### src/verilog/sbra_regs.svh
// constants of the burst register access port: field positions, widths, reset values
// Behaviour
// - one instruction word, then 16-bit data words while select low and clock runs
// - burst write stores each received word into consecutively addressed registers
// - write burst returns check word first, then previous content of each written register
// - read burst returns check word, then contents of consecutive registers
// - in burst mode, address pointer advances after every 16-clock data word while select stays low
// - in burst mode, write word is committed as soon as its 16th clock completes
// - at select release the clock count must be a whole number of words
// - complete words are latched, trailing partial word bits are dropped
// - parity error rejects that word and every later word of the burst
// - excess bits or parity error set failure flag for the next transfer
// - invalid start address invalidates whole access and sets failure flag
// - nonexistent address inside a burst is skipped silently, burst continues
// - checked write with odd count of data words executes with the last word
// - check bit low selects burst mode, high needs whole frame or discards
// - instruction and data words each carry odd parity over their 16 bits
// - first answer word: two bits high impedance, pattern 10101, flag, address echo
// - failure flag shows whether previous transfer with matching chip address failed
`ifndef SBRA_REGS_SVH
`define SBRA_REGS_SVH

// word geometry
`define SBRA_WORD_BITS    16
`define SBRA_ADDR_W       8
`define SBRA_DATA_W       15
`define SBRA_FIFO_W       23
`define SBRA_FIFO_DEPTH   8

// instruction word field positions (bit 31 of frame is bit 15 here)
`define SBRA_IN_CHIP_HI   15
`define SBRA_IN_CHIP_LO   14
`define SBRA_IN_RW        13
`define SBRA_IN_MON       12
`define SBRA_IN_ADDR_HI   11
`define SBRA_IN_ADDR_LO   4

// pin synchroniser lanes
`define SBRA_P_SCLK       0
`define SBRA_P_CS         1
`define SBRA_P_MOSI       2
`define SBRA_P_STRAP      3

// answer values and reset values
`define SBRA_LAST_BIT     4'h0F
`define SBRA_FLAG_BIT     4'h07
`define SBRA_PAT_FIRST    4'h02
`define SBRA_PAT_LAST     4'h06
`define SBRA_ECHO_TAP     3
`define SBRA_BAD_WORD     16'hFFFF
`define SBRA_FLAG_RST     1'b0
`define SBRA_STRAP_WAIT   2'h3

`endif

### src/verilog/sbra_pkg.sv
// types of the burst register access port
package sbra_pkg;
`include "sbra_regs.svh"

    typedef enum logic [3:0] {
        ST_IDLE   = 4'h1,
        ST_INSTR  = 4'h2,
        ST_DATA   = 4'h4,
        ST_REJECT = 4'h8
    } sbra_state_t;

    typedef struct packed {
        logic [3:0]                 sync1;
        logic [3:0]                 sync2;
        logic                       sclk_d;
        logic                       cs_d;
        logic [1:0]                 strap_cnt;
        logic                       strap_val;
        sbra_state_t                state;
        logic [3:0]                 bitcnt;
        logic [15:0]                sh;
        logic                       par;
        logic                       match;
        logic                       rw;
        logic                       frame_length_check_select;
        logic [`SBRA_ADDR_W-1:0]    ptr;
        logic                       chk_pend;
        logic                       ld_pend;
        logic                       err;
        logic                       odd_words;
        logic [`SBRA_DATA_W-1:0]    pend_data;
        logic [15:0]                miso_sh;
        logic                       miso;
        logic                       miso_oe;
        logic                       transfer_failure_flag;
        logic                       push_v;
        logic [`SBRA_FIFO_W-1:0]    push_d;
    } sbra_st_t;

endpackage : sbra_pkg

### src/verilog/sbra_fifo_if.sv
// carrier between the port logic and its write fifo
`timescale 1ns/1ps
interface sbra_fifo_if #(parameter int W = 23);
    logic         in_valid;
    logic         in_ready;
    logic [W-1:0] in_data;
    logic         out_valid;
    logic         out_ready;
    logic [W-1:0] out_data;

    modport fifo (input in_valid, input in_data, input out_ready,
                  output in_ready, output out_valid, output out_data);
    modport user (output in_valid, output in_data, output out_ready,
                  input in_ready, input out_valid, input out_data);
endinterface : sbra_fifo_if

### src/verilog/sbra_fifo.sv
// write fifo between the link and the register side
`timescale 1ns/1ps
`include "sbra_regs.svh"
module sbra_fifo import sbra_pkg::*; #(
    parameter int W     = `SBRA_FIFO_W,
    parameter int DEPTH = `SBRA_FIFO_DEPTH
) (
    // clock and reset
    input  wire logic  ref_clk,
    input  wire logic  sys_rst,
    // both sides
    sbra_fifo_if.fifo  q
);
    localparam int AW = $clog2(DEPTH);
    localparam logic [AW:0] FULL = (AW+1)'(DEPTH);

    typedef struct packed {
        logic [DEPTH-1:0][W-1:0] mem;
        logic [AW-1:0]           wp;
        logic [AW-1:0]           rp;
        logic [AW:0]             cnt;
    } sbra_fifo_st_t;

    sbra_fifo_st_t r_r;
    sbra_fifo_st_t r_nxt;
    logic          do_push;
    logic          do_pop;

    assign q.in_ready  = (r_r.cnt != FULL);
    assign q.out_valid = (r_r.cnt != '0);
    assign q.out_data  = r_r.mem[r_r.rp];
    assign do_push     = q.in_valid && q.in_ready;
    assign do_pop      = q.out_valid && q.out_ready;

    always_comb begin
        r_nxt = r_r;
        if (do_push) begin
            r_nxt.mem[r_r.wp] = q.in_data;
            r_nxt.wp          = AW'(r_r.wp + 1'b1);
        end
        if (do_pop) begin
            r_nxt.rp = AW'(r_r.rp + 1'b1);
        end
        case ({do_push, do_pop})
            2'b10:   r_nxt.cnt = (AW+1)'(r_r.cnt + 1'b1);
            2'b01:   r_nxt.cnt = (AW+1)'(r_r.cnt - 1'b1);
            default: r_nxt.cnt = r_r.cnt;
        endcase
    end

    always_ff @(posedge ref_clk or posedge sys_rst) begin
        if (sys_rst) begin
            r_r <= '0;
        end else begin
            r_r <= r_nxt;
        end
    end
endmodule : sbra_fifo

### src/verilog/sbra_top.sv
// burst register access port: spi slave front end with write fifo
`timescale 1ns/1ps
`include "sbra_regs.svh"
module sbra_top import sbra_pkg::*; (
    // clock and reset
    input  wire logic                     ref_clk,
    input  wire logic                     sys_rst,
    // spi pins
    input  wire logic                     spi_sclk,
    input  wire logic                     spi_cs_n,
    input  wire logic                     spi_mosi,
    output logic                          spi_miso_o,
    output logic                          spi_miso_oe,
    // chip address strap
    input  wire logic                     chip_addr_strap,
    // register read side
    output logic [`SBRA_ADDR_W-1:0]       rd_addr,
    input  wire logic [`SBRA_DATA_W-1:0]  rd_data,
    input  wire logic                     rd_addr_ok,
    // register write side
    output logic                          wr_valid,
    input  wire logic                     wr_ready,
    output logic [`SBRA_ADDR_W-1:0]       wr_addr,
    output logic [`SBRA_DATA_W-1:0]       wr_data,
    // status
    output logic                          transfer_failure_flag
);
    // select lane resets to its idle high level, so no false frame edge follows reset
    localparam sbra_st_t RST_VAL = '{state: ST_IDLE, cs_d: 1'b1, sync1: 4'h2, sync2: 4'h2, default: '0};

    sbra_st_t    r_r;
    sbra_st_t    r_nxt;
    logic        sclk_rise;
    logic        sclk_fall;
    logic        cs_fall;
    logic        cs_rise;
    logic        mosi_bit;
    logic [15:0] word;
    logic        podd;
    logic        word_end;
    logic        bad;

    sbra_fifo_if #(.W(`SBRA_FIFO_W)) q ();

    sbra_fifo #(.W(`SBRA_FIFO_W), .DEPTH(`SBRA_FIFO_DEPTH)) u_fifo (
        .ref_clk (ref_clk),
        .sys_rst (sys_rst),
        .q       (q.fifo)
    );

    ////////////////////////////////////////////////////////////////////////
    // edges of the synchronised pins
    assign sclk_rise = r_r.sync2[`SBRA_P_SCLK] && !r_r.sclk_d;
    assign sclk_fall = !r_r.sync2[`SBRA_P_SCLK] && r_r.sclk_d;
    assign cs_fall   = !r_r.sync2[`SBRA_P_CS] && r_r.cs_d;
    assign cs_rise   = r_r.sync2[`SBRA_P_CS] && !r_r.cs_d;
    assign mosi_bit  = r_r.sync2[`SBRA_P_MOSI];
    assign word      = {r_r.sh[14:0], mosi_bit};
    assign podd      = r_r.par ^ mosi_bit;
    assign word_end  = sclk_rise && (r_r.bitcnt == `SBRA_LAST_BIT);

    // fifo and outputs
    assign q.in_valid            = r_r.push_v;
    assign q.in_data             = r_r.push_d;
    assign q.out_ready           = wr_ready;
    assign wr_valid              = q.out_valid;
    assign wr_addr               = q.out_data[`SBRA_FIFO_W-1:`SBRA_DATA_W];
    assign wr_data               = q.out_data[`SBRA_DATA_W-1:0];
    assign spi_miso_o            = r_r.miso;
    assign spi_miso_oe           = r_r.miso_oe;
    assign rd_addr               = r_r.ptr;
    assign transfer_failure_flag = r_r.transfer_failure_flag;

    ////////////////////////////////////////////////////////////////////////
    // next state
    always_comb begin
        r_nxt          = r_r;
        bad            = 1'b0;
        r_nxt.sync1    = {chip_addr_strap, spi_mosi, spi_cs_n, spi_sclk};
        r_nxt.sync2    = r_r.sync1;
        r_nxt.sclk_d   = r_r.sync2[`SBRA_P_SCLK];
        r_nxt.cs_d     = r_r.sync2[`SBRA_P_CS];
        r_nxt.push_v   = 1'b0;
        r_nxt.chk_pend = 1'b0;
        r_nxt.ld_pend  = 1'b0;
        // strap caught once the synchroniser holds a real value
        if (r_r.strap_cnt != `SBRA_STRAP_WAIT) begin
            r_nxt.strap_cnt = 2'(r_r.strap_cnt + 1'b1);
            r_nxt.strap_val = r_r.sync2[`SBRA_P_STRAP];
        end
        if (cs_fall) begin
            r_nxt.state     = ST_INSTR;
            r_nxt.bitcnt    = '0;
            r_nxt.par       = 1'b0;
            r_nxt.match     = 1'b0;
            r_nxt.err       = 1'b0;
            r_nxt.odd_words = 1'b0;
            r_nxt.ptr       = '0;
            r_nxt.miso      = 1'b0;
            r_nxt.miso_oe   = 1'b0;
        end else if (cs_rise) begin
            if (r_r.match) begin
                // partial word, unfinished instruction or earlier error
                bad = r_r.err || (r_r.bitcnt != '0) || (r_r.state != ST_DATA);
                if (r_r.frame_length_check_select && !r_r.odd_words) begin
                    bad = 1'b1;
                end
                if (!bad && r_r.frame_length_check_select && r_r.rw && rd_addr_ok) begin
                    if (q.in_ready) begin
                        r_nxt.push_v = 1'b1;
                        r_nxt.push_d = {r_r.ptr, r_r.pend_data};
                    end else begin
                        bad = 1'b1;
                    end
                end
                r_nxt.transfer_failure_flag = bad;
            end
            r_nxt.state   = ST_IDLE;
            r_nxt.miso_oe = 1'b0;
        end else if (r_r.state != ST_IDLE) begin
            if (sclk_rise) begin
                r_nxt.sh     = word;
                r_nxt.bitcnt = 4'(r_r.bitcnt + 1'b1);
                r_nxt.par    = podd;
                if (r_r.state == ST_INSTR && r_r.bitcnt == 4'h1) begin
                    r_nxt.match = word[1] && (word[0] == r_r.strap_val);
                end
                if (word_end) begin
                    r_nxt.par     = 1'b0;
                    r_nxt.ld_pend = 1'b1;
                    case (r_r.state)
                        ST_INSTR: begin
                            r_nxt.rw                        = word[`SBRA_IN_RW];
                            r_nxt.frame_length_check_select = word[`SBRA_IN_MON];
                            r_nxt.ptr = word[`SBRA_IN_ADDR_HI:`SBRA_IN_ADDR_LO];
                            if (!podd || !r_r.match) begin
                                r_nxt.state = ST_REJECT;
                                r_nxt.err   = 1'b1;
                            end else begin
                                r_nxt.state    = ST_DATA;
                                r_nxt.chk_pend = 1'b1;
                            end
                        end
                        ST_DATA: begin
                            if (!podd) begin
                                r_nxt.state = ST_REJECT;
                                r_nxt.err   = 1'b1;
                            end else if (r_r.frame_length_check_select) begin
                                r_nxt.odd_words = !r_r.odd_words;
                                r_nxt.pend_data = word[`SBRA_DATA_W-1:0];
                            end else begin
                                if (r_r.rw && rd_addr_ok) begin
                                    if (q.in_ready) begin
                                        r_nxt.push_v = 1'b1;
                                        r_nxt.push_d = {r_r.ptr, word[`SBRA_DATA_W-1:0]};
                                    end else begin
                                        r_nxt.err = 1'b1;
                                    end
                                end
                                r_nxt.ptr = 8'(r_r.ptr + 1'b1);
                            end
                        end
                        default: begin
                            r_nxt.state = ST_REJECT;
                        end
                    endcase
                end
            end else if (sclk_fall) begin
                if (r_r.state == ST_INSTR) begin
                    r_nxt.miso_oe = (r_r.bitcnt >= `SBRA_PAT_FIRST);
                    if (r_r.bitcnt <= `SBRA_PAT_LAST) begin
                        r_nxt.miso = !r_r.bitcnt[0];
                    end else if (r_r.bitcnt == `SBRA_FLAG_BIT) begin
                        r_nxt.miso = r_r.transfer_failure_flag;
                    end else begin
                        r_nxt.miso = r_r.sh[`SBRA_ECHO_TAP];
                    end
                end else begin
                    r_nxt.miso_oe = 1'b1;
                    r_nxt.miso    = r_r.miso_sh[4'(4'hF - r_r.bitcnt)];
                end
            end
            if (r_r.chk_pend && !rd_addr_ok) begin
                r_nxt.state = ST_REJECT;
                r_nxt.err   = 1'b1;
            end
            if (r_r.ld_pend) begin
                // old content is what a write answers with
                if (r_r.state == ST_DATA && rd_addr_ok) begin
                    r_nxt.miso_sh = {~^rd_data, rd_data};
                end else begin
                    r_nxt.miso_sh = `SBRA_BAD_WORD;
                end
            end
        end
    end

    always_ff @(posedge ref_clk or posedge sys_rst) begin
        if (sys_rst) begin
            r_r <= RST_VAL;
        end else begin
            r_r <= r_nxt;
        end
    end
endmodule : sbra_top
### config.mk
export PLATFORM = sky130hd
export DESIGN_NAME = sbra_top
export DESIGN_NICKNAME = d
export VERILOG_FILES = /design/src/verilog/sbra_pkg.sv /design/src/verilog/sbra_fifo_if.sv /design/src/verilog/sbra_fifo.sv /design/src/verilog/sbra_top.sv
export VERILOG_INCLUDE_DIRS = /design/src /design/src/verilog
export SDC_FILE = /design/constraint.sdc
export NUM_CORES = 1
export LEC_CHECK = 0
export ABC_AREA = 1
export CAP_MARGIN = 20
export CORE_MARGIN = 2
export CORE_UTILIZATION = 50
export DETAILED_ROUTE_END_ITERATION = 12
export DONT_BUFFER_PORTS = 1
export PLACE_DENSITY = 0.67
export SLEW_MARGIN = 20
export SYNTH_ARGS = -nofsm -noshare
export SYNTH_HDL_FRONTEND = slang
export SYNTH_SLANG_ARGS = --single-unit
### constraint.sdc
create_clock -name ref_clk -period 10.1 [get_ports ref_clk]
set_input_delay 1.01 -clock ref_clk [delete_from_list [all_inputs] [get_ports ref_clk]]
set_output_delay 1.01 -clock ref_clk [all_outputs]
set_load 0.01 [all_outputs]
After elaboration in Yosys (flattened, before gate mapping). Cells that the tools add are included.

$add $sub $neg: 8. Multipliers: 0. Divide/modulo/power cells: 0. Magnitude comparators: 6. Equality and inequality tests: 25. Shift-type cells: 0. Mux-type cells: 69. Bitwise gates (word level): 3. Reductions and logical operators: 70.

Operator list (number): 2-to-1 mux 24 bit (13); bitwise mux 184 bit (1); 2-to-1 mux 16 bit (5); 2-to-1 mux 73 bit (1); binary-select mux 23 bit (select 3 bit) (1); demux 23 bit (select 3 bit) (1); 2-to-1 mux 68 bit (1); 2-to-1 mux 55 bit (1); 2-to-1 mux 23 bit (2); 2-to-1 mux 8 bit (4); nonzero test 2 bit (15); 2-to-1 mux 29 bit (1); 2-to-1 mux 1 bit (20); 2-to-1 mux 4 bit (5); != test 5 bit (second input constant) (4); AND reduction 4 bit (5); nonzero test 4 bit (5); logical AND 1 bit (17); 2-to-1 mux 2 bit (8); case mux 4 bit (2 select lines) (2); case mux 8 bit (2 select lines) (1); nonzero test 3 bit (5); XNOR reduction 15 bit (1); AND reduction 7 bit (2); 37 further kinds (60).

Bits in registers: 305. Bits in latches: 0. Bits in writable memories: 0. Memory bits (read-only): 0. Input port bits: 23. Output and inout bits: 35. Word-level logic and storage cells: 217. Memories: 0.

Longest topological paths before layout. Gate-level depths: netlist (run 1).

Depth after elaboration: 15. Gate-level depth with buffers: 14. Depth with buffers taken out: 12.

By module. From an unflattened synthesis (run 1), not the netlist that was laid out.

Cells, all modules: 1791. Area total of the unflattened synthesis: 15011.9 um^2.

Modules (own cells, without submodules): sbra_fifo (times used 1, cells each 1075, area an instance 9421.5 um^2, seq. area each 4854.7 um^2); sbra_top (times used 1, cells each 716, area an instance 5590.4 um^2, seq. area each 2732.6 um^2).

Worst setup path before layout (run 1). Ideal clock, no wire load.

Path kind: reg2out. Start point: register u_fifo.r_r[4] (netlist bit). End point: output wr_data[10]. Data arrival time: 1422 ps. Data required time: 9090 ps. Setup slack: 7668 ps. Stages on the path, launching flop included: 9. Buffers on the path: 3. Path through: dfrtp_1 buf_2 inv_1 buf_2 buf_1 nor2_1 o32ai_1 nand2_1 nand2_1.

Word-level cells in the longest chain between the ends: 2.

RTL lines: from (decl) (line sbra_fifo.sv:24) `sbra_fifo_st_t r_r;`; from (signal assigned) (line sbra_fifo.sv:55) `r_r <= r_nxt;`; binary-select mux 23 bit (select 3 bit) (line sbra_fifo.sv:31) `assign q.out_data = r_r.mem[r_r.rp];`; 2-to-1 mux 23 bit (implied by the code) (line sbra_fifo.sv:31); to (decl) (line sbra_top.sv:24) `` output logic [`SBRA_DATA_W-1:0] wr_data, ``.

No other way between the ends. The select of a mux whose other input is x is not followed.

Final worst setup path (run 1).
Start point: register u_fifo.r_r[4] (netlist bit). End point: output wr_data[2].

Same word-level chain as after synthesis.

==> results of run 1 <==
## cell families (layout without fill, tap and decap cells)
group                      count (synthesis)  after routing
muxes                                      2              2
xor gates and xnor gates                  10             10
buffers and inverters                    222            197
DFF                                      303            303
and+or+nand+nor                          793            793
AOI/OAI and AO/OA                        391            391
adders and majority gates                 13             13
## how the worst min path moves through the flow
stage / slack, ns / to
6_report: 0.35 / r_r[106]
5_1_grt: 0.36 / r_nxt[102]
4_1_cts: 0.35 / r_r[106]
3_5_place_dp: 0.34 / mosi_bit
3_3_place_gp: 0.34 / r_r[106]
2_1_floorplan: 0.33 / mosi_bit
## layer usage
layer	GRT usage, %	vias to the layer above	wire [um]
met5	0	-	0
met4	6.25	0	699
met3	3.73	55	1960
met2	38.1	318	15900
met1	32.5	5565	15500
li1	-	5576	-
## cell type report
cell class | instances | share of cell area (%)
clock buffers | 53 | 6.91
clock inverters | 13 | 0.699
inverters | 123 | 3.03
multi-input cells | 1209 | 37.2
flip-flops and latches | 303 | 48.7
well taps | 378 | 3.04
repair buffers | 8 | 0.410
## sequential cells by signal, indices dropped and copies added (netlist names)
name and flops:
u_fifo.r_r 194, mosi_bit 1, transfer_failure_flag 1, spi_miso_oe 1
q.in_valid 1, spi_miso_o 1, r_nxt 6, r_r 67
rd_addr 8, q.in_data 23
## power by group
part | internal [mW] | switching [mW]
combinational | 0.243 | 0.603
clock | 0.769 | 0.506
sequential | 1.26 | 0.0491
## cell usage in the layout (no fill, tap or decap), types with 7 or more instances in the layout
cell,Yosys,layout
dfrtp_1,299,297
nand3_1,54,54
o32ai_1,47,47
clkbuf_1,40,7
buf_4,11,7
o21ai_0,289,289
xor2_1,7,7
clkinv_2,0,7
clkbuf_16,0,37
nor2_2,16,16
inv_1,108,105
inv_2,11,13
o21ai_1,20,20
clkbuf_8,0,9
ha_1,12,12
nand2_1,445,445
a21oi_1,26,26
nand4_1,20,20
nand4_4,7,7
nor2_1,229,229
## per-stage QoR
stage	hold WS, ns	utilization, %	std cells
2_1_floorplan	0.331	-	1734
3_3_place_gp	0.335	51.4	2021
3_5_place_dp	0.340	51.4	2021
4_1_cts	0.353	55.6	2087
5_1_grt	0.356	55.6	2087
6_report	0.349	55.6	2087
==> results.md, run 1 <==
- Peak supply drop: around 0.16 mV
- Diode count: 0
- Setup repair bufs after CTS: 0
- Synth area leader: dfrtp_1
- # hold bufs at CTS: 0
- FF+latch count, synth: 303
- Commonest cells post-synth: 445 x nand2_1, 299 x dfrtp_1, 289 x o21ai_0
- Fin crit period: 3.63 ns
- Synth Area in XOR/XNOR: 0.611%
- Core box area: 28000 um2
- Syn_area_per_cell: between 8 and 9 um2
- Vias/cell: approximately 5.5
- Largest net degree at the start of global routing: 117
- Finish-stage setup viols: 0
- CP most frequent cell: nand2_1
- Fmax: around 280 MHz
- Cells after Synth: about 1.7k
- Initial antenna violation count: 0
- Pleak: 7.17 nW
- Worst R2R Setup Slack: 7.37 ns
- Fillers: 2633
- Measured slew at the worst slew-check pin: 0.995 ns
- Largest family of logic cells by synthesized area: simple AND/OR/NAND/NOR gates
- Post-synthesis compound-gate area fraction: 15.0%
- Data required time of the critical path: 9.09 ns
- CP Launch Type: register
- Setup CP Type: reg -> out
- Final #Nets: 1717
- Mux share of post-synthesis cell area: 0.157%
- Ports: 58
- Worst r2r dst: r_r[48]
- Multi-input logic area: 5800 um2
- Pre-CTS WS: around 6.6 ns
- Area Overhead vs Synth: 8.67%
- CP Capture Point: wr_data[2]
- Critical Path AT: between 2 and 3 ns
- Congestion Overflow GR: 0
- Full die area: 30000 um2
- Hold WC Path Type: reg -> reg
- Routed Wire Length: 34000 um
- Hold Startpoint: r_nxt[106]
- Worst r2r src: r_r[90]
- Num Clock Sinks: 303
- PwrDens: 220 nW/um2
- H-tree levels: 2
- CTS tree: yes
- Worst path cell trace: inv_2 > buf_4 > nor2_1 > o32ai_1 > nand2_1 > nand2_1
- Number of synthesized flops with an enable pin: 0
- Synth top area cells: dfrtp_1 52%, nand2_1 12%, o21ai_0 10%
- Yosys cell types: 41
- Post-route cell area: 15600 um2
- Fin crit share: 35.9%
- Slew Limit Fails: 0
- Critical-path top delay cell: buf_4
- Total chip power: 3.43 mW
- Die width: roughly 170 um
- 1st-pass router iterations: 8
- Run status: finished clean
- Hold Crit Depth: 0
- Post-synthesis async set-or-reset flop share: between 90% and 100%
- 1st-iter DRT viols: 972
- Max Cap Violations: 0
- CTS Buffer Depth: 3
- Post-route setup TNS: 0 ns
- Buf+Inv Stages, Crit Path: 2
- Min setup slack post-route: 6.47 ns
- Post-DP HPWL: slightly above 20000 um
- Synth Flop Type: dfrtp_1
- WL/cell: 16.3 um
- Cell Rows: 61
- Adder-cell area share of the yosys netlist: approximately 1.2%
- Final GP Congestion: approximately 0.83
- Antenna Nets Post-Route: 0
- Critical Path Stages: 6
- Worst Setup End Kind: output pin
- Via count: 11.5k
- Post-Synthesis Cell Area: 14300 um2
- Initial Utilization: 51.2%
- Die H: ~170 um
- Simple-gate share of the synthesized area: 23.5%
- Port buffer count: 0
- Worst-Skew Late Latency: 0.52 ns
- Register area share after synthesis: 52.9%
- Cells on worst reg2reg path: 7
- Worst Setup SP: u_fifo.r_r[4]
- Max incr delay on CP: 0.68 ns
- Synth warn: 0
- First-pass GRT wire length: 57800 um
- Root buffer cell: clkbuf_16
- Final Skew: 0.0276 ns
- Max_slew headroom: around 34%
- Cts bufs inserted: 36
- Net count after synthesis: 1770
- Count leader, synth: nand2_1
- Dpl cell area: 14400 um2
- Total Routing Usage GR: about a quarter
- Share of cells above drive strength 1: 7.67%
- Yosys top cell area share: between 50% and 60%
- Final count of hold timing violations: 0
- Crit Path Max Fanout: roughly 70
- Unrepaired setup endpoints after global routing: false
- Crit-path leading delay family: buffers and inverters
- Clock slew at reported path FFs: 0.06 ns
- Storage element area: 7590 um2
- Post-CTS Resized: 0
- Vias in the first global route: approximately 11k
- Remaining DRCs: 0
Note: power is estimated with default switching activity, not from simulation.
==> inputs of run 2 (changes only) <==
clock period = 3.69 ns   (was 10.1 ns; I/O delays follow)
==> run 2 against run 1 <==
Combinational power grew to 2.7 times the previous value. Largest power group unchanged. Non-clock buffer count grew 17. Hold slack got worse by 0.33 ns. Sequential power grew to 2.8 times the previous value. Wire length decreased by 0.56%. Critical path depth down 1.
==> results.md, run 2 (synthesized netlist as in run 1, its figures left out) <==
- Run status: finished clean (unchanged)
- Setup CP Type: reg -> out (unchanged)
- 1st-iter DRT viols: 907 (was 972)
- H-tree levels: 2 (unchanged)
- Final GP Congestion: 0.828 (was 0.827)
- PwrDens: 599 nW/um2 (was 220 nW/um2)
- Worst r2r src: r_r[90] (unchanged)
- Post-route setup TNS: 0 ns (unchanged)
- Switching share of power: 33.0% (was 33.8%)
- Measured slew at the worst slew-check pin: 0.962 ns (was 0.995 ns)
- P_sw: 3.12 mW (was 1.16 mW)
- Cells on worst reg2reg path: 12 (was 7)
- 1st-pass router iterations: 5 (was 8)
- Slew Limit Fails: 0 (unchanged)
- Area Overhead vs Synth: 10.0% (was 8.67%)
- Num Clock Sinks: 303 (unchanged)
- Congestion Overflow GR: 0 (unchanged)
- Unrepaired setup endpoints after global routing: false (unchanged)
- Share of cells above drive strength 1: 7.72% (was 7.67%)
- Initial antenna violation count: 0 (unchanged)
- Post-CTS Resized: 0 (unchanged)
- Vias in the first global route: 11.0k (was 11.1k)
- Worst Setup End Kind: output pin (unchanged)
- Antenna Nets Post-Route: 0 (unchanged)
- Fmax: 358 MHz
- Die H: 173 um (unchanged)
- CTS Buffer Depth: 3 (unchanged)
- Port buffer count: 0 (unchanged)
- First-pass GRT wire length: 57400 um (was 57800 um)
- Internal power: 6.33 mW (was 2.27 mW)
- Fillers: 2607 (was 2633)
- Max FFs per register: 194 (unchanged)
- Hold Path Sink: r_r[27] (was r_r[106])
- Pleak: 7.26 nW (was 7.17 nW)
- Clock Power Share: 37.1% (was 37.2%)
- CTS tree: yes (unchanged)
- Total chip power: 9.45 mW (was 3.43 mW)
- Hold Crit Depth: 2 (was 0)
- Final Skew: 0.0124 ns (was 0.0276 ns)
- Hold WC Path Type: in -> reg (was reg -> reg)
- Diode count: 0 (unchanged)
- Dpl cell area: 14500 um2 (was 14400 um2)
- Finish-stage setup viols: 0 (unchanged)
- Combinational power share: 23.9% (was 24.7%)
- Remaining DRCs: 0 (unchanged)
- Final #Nets: 1733 (was 1717)
- Cell Rows: 61 (unchanged)
- Post-route cell area: 15800 um2 (was 15600 um2)
- Vias/cell: 5.45 (was 5.52)
- Worst R2R Setup Slack: 1.17 ns (was 7.37 ns)
- Most frequent cells in the layout: 445 x nand2_1, 297 x dfrtp_1, 289 x o21ai_0 (unchanged)
- Max Cap Violations: 0 (unchanged)
- Final count of hold timing violations: 0 (unchanged)
- Routed Wire Length: 33800 um (was 34000 um)
- Crit Path Max Fanout: 52 (was 72)
- Full die area: 30000 um2 (unchanged)
- Peak supply drop: 0.304 mV (was 0.160 mV)
- Commonest non-fill, non-tap cell in the layout: nand2_1 (unchanged)
- Fin crit share: 75.7%
- Register name with the most flops: u_fifo.r_r (unchanged)
- CP Launch Type: register (unchanged)
- Critical Path AT: 2.43 ns (was 2.62 ns)
- WL/cell: 16.1 um (was 16.3 um)
- Worst r2r dst: q.in_data[2] (was r_r[48])
- Largest net degree at the start of global routing: 94 (was 117)
- Worst-Skew Late Latency: 0.51 ns (was 0.52 ns)
- Ports: 58 (unchanged)
- Seq pwr share: 39.0% (was 38.1%)
- Initial Utilization: 51.2% (unchanged)
- Via count: 11.5k (about the same)
- Core box area: 28000 um2 (unchanged)
- Total Routing Usage GR: 23.1% (was 23.3%)
- Max_slew headroom: 35.9% (was 33.7%)
- Root buffer cell: clkbuf_16 (unchanged)
- Clock slew at reported path FFs: 0.05 ns (was 0.06 ns)
- Die width: 173 um (unchanged)
- Final Util: 56.3% (was 55.6%)
- Data required time of the critical path: 3.32 ns (was 9.09 ns)
- Setup repair bufs after CTS: 0 (unchanged)
- Hold Startpoint: rd_data[0] (was r_nxt[106])
- Fin crit period: 2.79 ns
- Post-DP HPWL: 21300 um (was 20500 um)
- Cts bufs inserted: 35 (was 36)
run 2: changes by cell type in the layout (fill, tap and decap cells not counted), sizes merged, moves of 2 or more:
cell | before | now
dlygate4sd3 | 0 | 10
buf | 8 | 15
inv | 123 | 119
bufinv | 1 | 3
run 2: power by group through the flow:
stage          logic (mW)  registers, mW  clock network, mW
2_1_floorplan        1.78           3.58                  0
3_3_place_gp         2.22           3.74                  0
3_5_place_dp         2.24           3.74                  0
4_1_cts              2.26           3.68               3.58
5_1_grt              2.55           3.71               3.74
6_report             2.26           3.68               3.51
run 2: worst max-delay path: stages, from the launching register on:
cell and delay, ns:
dfrtp_2 0.99, buf_4 0.34, o21ai_0 0.11, o32ai_1 0.17, nand2_1 0.10, nand2_1 0.19
run 2: repair_timing:
action,in CTS,in global routing
hold buffers,10,0
endpoints found under the hold margin,45,0
setup endpoints to repair,0,0
run 2: how the worst max path moves through the flow:
stage | start | cells past startpoint | end | slack [ns]
floorplan | sys_rst | 1 | mosi_bit | -0.70
global placement | r_r[90] | 12 | q.in_data[6] | 1.30
detailed placement | r_r[90] | 12 | q.in_data[10] | 1.18
CTS | u_fifo.r_r[5] | 5 | wr_data[7] | 0.93
global route | u_fifo.r_r[5] | 5 | wr_data[5] | 0.69
finish | u_fifo.r_r[5] | 5 | wr_data[7] | 0.90
run 2: stage by stage:
stage	instances	worst slack (ns)	hold WS (ns)
2_1_floorplan	1734	-0.705	0.331
3_3_place_gp	2028	1.30	0.334
3_5_place_dp	2028	1.18	0.337
4_1_cts	2101	0.933	0.00268
5_1_grt	2101	0.689	0.00957
6_report	2101	0.895	0.0148
run 2: final cells by class:
cell class,count,area (um2),area share [%]
well taps,378,473,3.00
repair buffers,25,263,1.67
inverters,123,468,2.97
flip-flops and latches,303,7590,48.1
multi-input cells,1209,5800,36.8
clock buffers,52,1050,6.67
clock inverters,11,130,0.825
run 2: routing by layer:
layer | track usage, % | routed length, um | up-vias
met4 | 6.39 | 752 | 0
li1 | - | - | 5609
met3 | 4.10 | 1730 | 57
met5 | 0 | 0 | -
met1 | 31.9 | 15600 | 5496
met2 | 37.7 | 15800 | 297
==> inputs of run 3 (changes only) <==
ABC_AREA = 0   (was 1)
clock period = 2.83 ns   (was 3.69 ns; I/O delays follow)
==> run 3 against run 2 <==
Clock power grew 19%. Sequential share of layout area grew 0.22 points. Die area shrank 3.2%. Flip-flop and latch count is the same. Critical path type is now reg -> reg. Synthesized area shrank 3.3%.
==> results.md, run 3 <==
- Diode count: 0 (unchanged)
- Finish-stage setup viols: 0 (unchanged)
- Slew Limit Fails: 0 (unchanged)
- FF+latch count, synth: 303 (unchanged)
- Pre-CTS WS: 0.217 ns (was 1.18 ns)
- Register area share after synthesis: 54.7% (was 52.9%)
- Setup CP Type: reg -> reg (was reg -> out)
- Total Routing Usage GR: 20.4% (was 23.1%)
- Final #Nets: 1009 (was 1733)
- Total chip power: 10.5 mW (was 9.45 mW)
- Register name with the most flops: u_fifo.r_r (unchanged)
- Setup repair bufs after CTS: 0 (unchanged)
- CP Launch Type: register (unchanged)
- Final GP Congestion: 0.866 (was 0.828)
- WL/cell: 20.7 um (was 16.1 um)
- Hold WC Path Type: in -> async (was in -> reg)
- Share of cells above drive strength 1: 40.5% (was 7.72%)
- Synth area leader: dfrtp_1 (unchanged)
- Largest net degree at the start of global routing: 106 (was 94)
- Max Cap Violations: 0 (unchanged)
- Die width: 171 um (was 173 um)
- Fillers: 2160 (was 2607)
- Commonest non-fill, non-tap cell in the layout: dfrtp_1 (was nand2_1)
- Final hold slack: 0.210 ns (was 0.0148 ns)
- Vias in the first global route: 8323 (was 11.0k)
- H-tree levels: 2 (unchanged)
- Num Clock Sinks: 303 (unchanged)
- Antenna Nets Post-Route: 0 (unchanged)
- Dpl cells: 1288 (was 2028)
- Worst path cell trace: or4_1 > nand2_1 > inv_1 > ha_1 > ha_1 > a21o_1 > a21oi_1 > xnor2_1 > nor2_1 > xor2_1 (was buf_4 > o21ai_0 > o32ai_1 > nand2_1 > nand2_1)
- Fin cells: 1367 (was 2101)
- Yosys top cell area share: 54.0% (was 52.2%)
- Run status: finished clean (unchanged)
- Most frequent cells in the layout: 297 x dfrtp_1, 249 x mux2_2, 50 x mux4_2 (was 445 x nand2_1, 297 x dfrtp_1, 289 x o21ai_0)
- Die H: 171 um (was 173 um)
- Congestion Overflow GR: 0 (unchanged)
- Routed Wire Length: 28200 um (was 33800 um)
- Crit Path Max Fanout: 5 (was 52)
- 1st-iter DRT viols: 494 (was 907)
- Post-DP HPWL: 17300 um (was 21300 um)
- Post-Synthesis Cell Area: 13900 um2 (was 14300 um2)
- Max incr delay on CP: 0.63 ns (was 0.99 ns)
- Initial Utilization: 51.1% (was 51.2%)
- Worst R2R Setup Slack: 0.19 ns (was 1.17 ns)
- Worst r2r src: u_fifo.r_r[1] (was r_r[90])
- Data required time of the critical path: 3.21 ns (was 3.32 ns)
- Peak supply drop: 0.502 mV (was 0.304 mV)
- Cells on worst reg2reg path: 10 (was 12)
- PwrDens: 667 nW/um2 (was 599 nW/um2)
- Unrepaired setup endpoints after global routing: false (unchanged)
- First-pass GRT wire length: 46400 um (was 57400 um)
- Measured slew at the worst slew-check pin: 0.595 ns (was 0.962 ns)
- Critical-path top delay cell: or4_1 (was dfrtp_2)
- Number of synthesized flops with an enable pin: 0 (unchanged)
- Synth warn: 0 (unchanged)
- Worst r2r dst: u_fifo.r_r[3] (was q.in_data[2])
- Yosys cell types: 57 (was 41)
- Syn_area_per_cell: 14.6 um2 (was 8.27 um2)
- Worst Setup End Kind: register (was output pin)
- Cts bufs inserted: 34 (was 35)
- Final Skew: 0.0138 ns (was 0.0124 ns)
- Worst-Skew Late Latency: 0.50 ns (was 0.51 ns)
- Cell Rows: 60 (was 61)
- Root buffer cell: clkbuf_16 (unchanged)
- Post-synthesis async set-or-reset flop share: 100% (unchanged)
- Commonest cells post-synth: 299 x dfrtp_1, 249 x mux2_2, 50 x mux4_2 (was 445 x nand2_1, 299 x dfrtp_1, 289 x o21ai_0)
- Full die area: 29100 um2 (was 30000 um2)
- Final count of hold timing violations: 0 (unchanged)
- Max_slew headroom: 60.3% (was 35.9%)
- Min setup slack post-route: 0.193 ns (was 0.895 ns)
- CP most frequent cell: ha_1 (was nand2_1)
- Via count: 7961 (was 11.5k)
- Critical Path AT: 3.02 ns (was 2.43 ns)
- Vias/cell: 5.82 (was 5.45)
- Area Overhead vs Synth: 13.3% (was 10.0%)
- Clock slew at reported path FFs: 0.06 ns (was 0.05 ns)
- Fin crit share: roughly 93%
- Fmax: ~380 MHz
- Max FFs per register: 194 (unchanged)
- Ports: 58 (unchanged)
- Synth Flop Type: dfrtp_1 (unchanged)
- 1st-pass router iterations: 4 (was 5)
- Net count after synthesis: 986 (was 1770)
- Remaining DRCs: 0 (unchanged)
- Count leader, synth: dfrtp_1 (was nand2_1)
- CTS tree: yes (unchanged)
- Synth top area cells: dfrtp_1 54%, mux2_2 20%, mux4_2 8.1% (was dfrtp_1 52%, nand2_1 12%, o21ai_0 10%)
- Port buffer count: 0 (unchanged)
- Pleak: 7.37 nW (was 7.26 nW)
- Fin crit period: 2.64 ns
- Core box area: 27100 um2 (was 28000 um2)
- CTS Buffer Depth: 3 (unchanged)
- Worst Setup SP: u_fifo.r_r[1] (was u_fifo.r_r[5])
- Initial antenna violation count: 0 (unchanged)
- CP Capture Point: u_fifo.r_r[3] (was wr_data[7])
- Cells after Synth: 950 (was 1734)
[run 3: repair_timing]
| item | in CTS | in global routing |
|---|---|---|
| hold buffers | 21 | 0 |
| hold endpoints to repair | 214 | 0 |
| gates resized for setup | 0 | 0 |
[run 3: kinds of logic (layout without fill, tap and decap cells)]
family / Yosys count / in the layout / synth area share, %
flops: 303 / 303 / 54.7
fa+ha+maj: 13 / 13 / 1.23
compound gates: 110 / 110 / 5.77
buf+inv: 80 / 125 / 2.85
mux: 310 / 310 / 29.3
simple gates: 108 / 108 / 4.50
xor+xnor: 26 / 26 / 1.64
[run 3: report_power, final]
part	switching (mW)	total, mW	internal, mW
logic	0.801	1.53	0.726
clock network	1.66	4.19	2.53
registers	0.269	4.76	4.49
total	2.73	10.5	7.75
[run 3: layer usage]
metal	track usage, %	vias to the layer above	wire, um
li1	-	3575	-
met1	29.1	4193	13300
met2	33.3	151	13500
met3	2.80	42	965
met4	5.46	0	537
met5	0	-	0
[run 3: layout make-up]
class,count,area [um2],share of cell area (%)
flip-flops and latches,303,7590,48.3
multi-input cells,567,5900,37.5
clock buffers,55,1050,6.69
repair buffers,55,628,4.00
well taps,372,465,2.96
inverters,12,48.8,0.311
clock inverters,3,22.5,0.143
[run 3: how the worst min path moves through the flow]
stage | startpoint | end | slack [ns] | depth (start not counted)
2_1_floorplan | spi_cs_n | r_nxt[104] | 0.29 | 0
5_1_grt | sys_rst | rd_addr[5] | 0.21 | 2
6_report | sys_rst | rd_addr[5] | 0.21 | 2
3_5_place_dp | sys_rst | u_fifo.r_r[145] | 0.11 | 1
4_1_cts | sys_rst | rd_addr[5] | 0.20 | 2
3_3_place_gp | sys_rst | rd_addr[5] | 0.11 | 1
[run 3: critical path, delay by kind of cell, from the launching register on]
kind / cells / cell delay (ns)
AO/OA/AOI/OAI: 2 / 0.35
XOR/XNOR: 2 / 0.27
adder cells (fa/ha/maj): 2 / 0.52
AND/OR/NAND/NOR: 3 / 0.87
buffers and inverters: 1 / 0.08
flip-flops: 1 / 0.42
[run 3: stage by stage]
step / area (um2) / utilization, % / TNS (ns)
2_1_floorplan: 13900 / - / -443.74
3_5_place_dp: 14400 / 53.2 / 0
6_report: 15700 / 57.9 / 0
3_3_place_gp: 14400 / 53.2 / 0
4_1_cts: 15700 / 57.9 / 0
5_1_grt: 15700 / 57.9 / 0
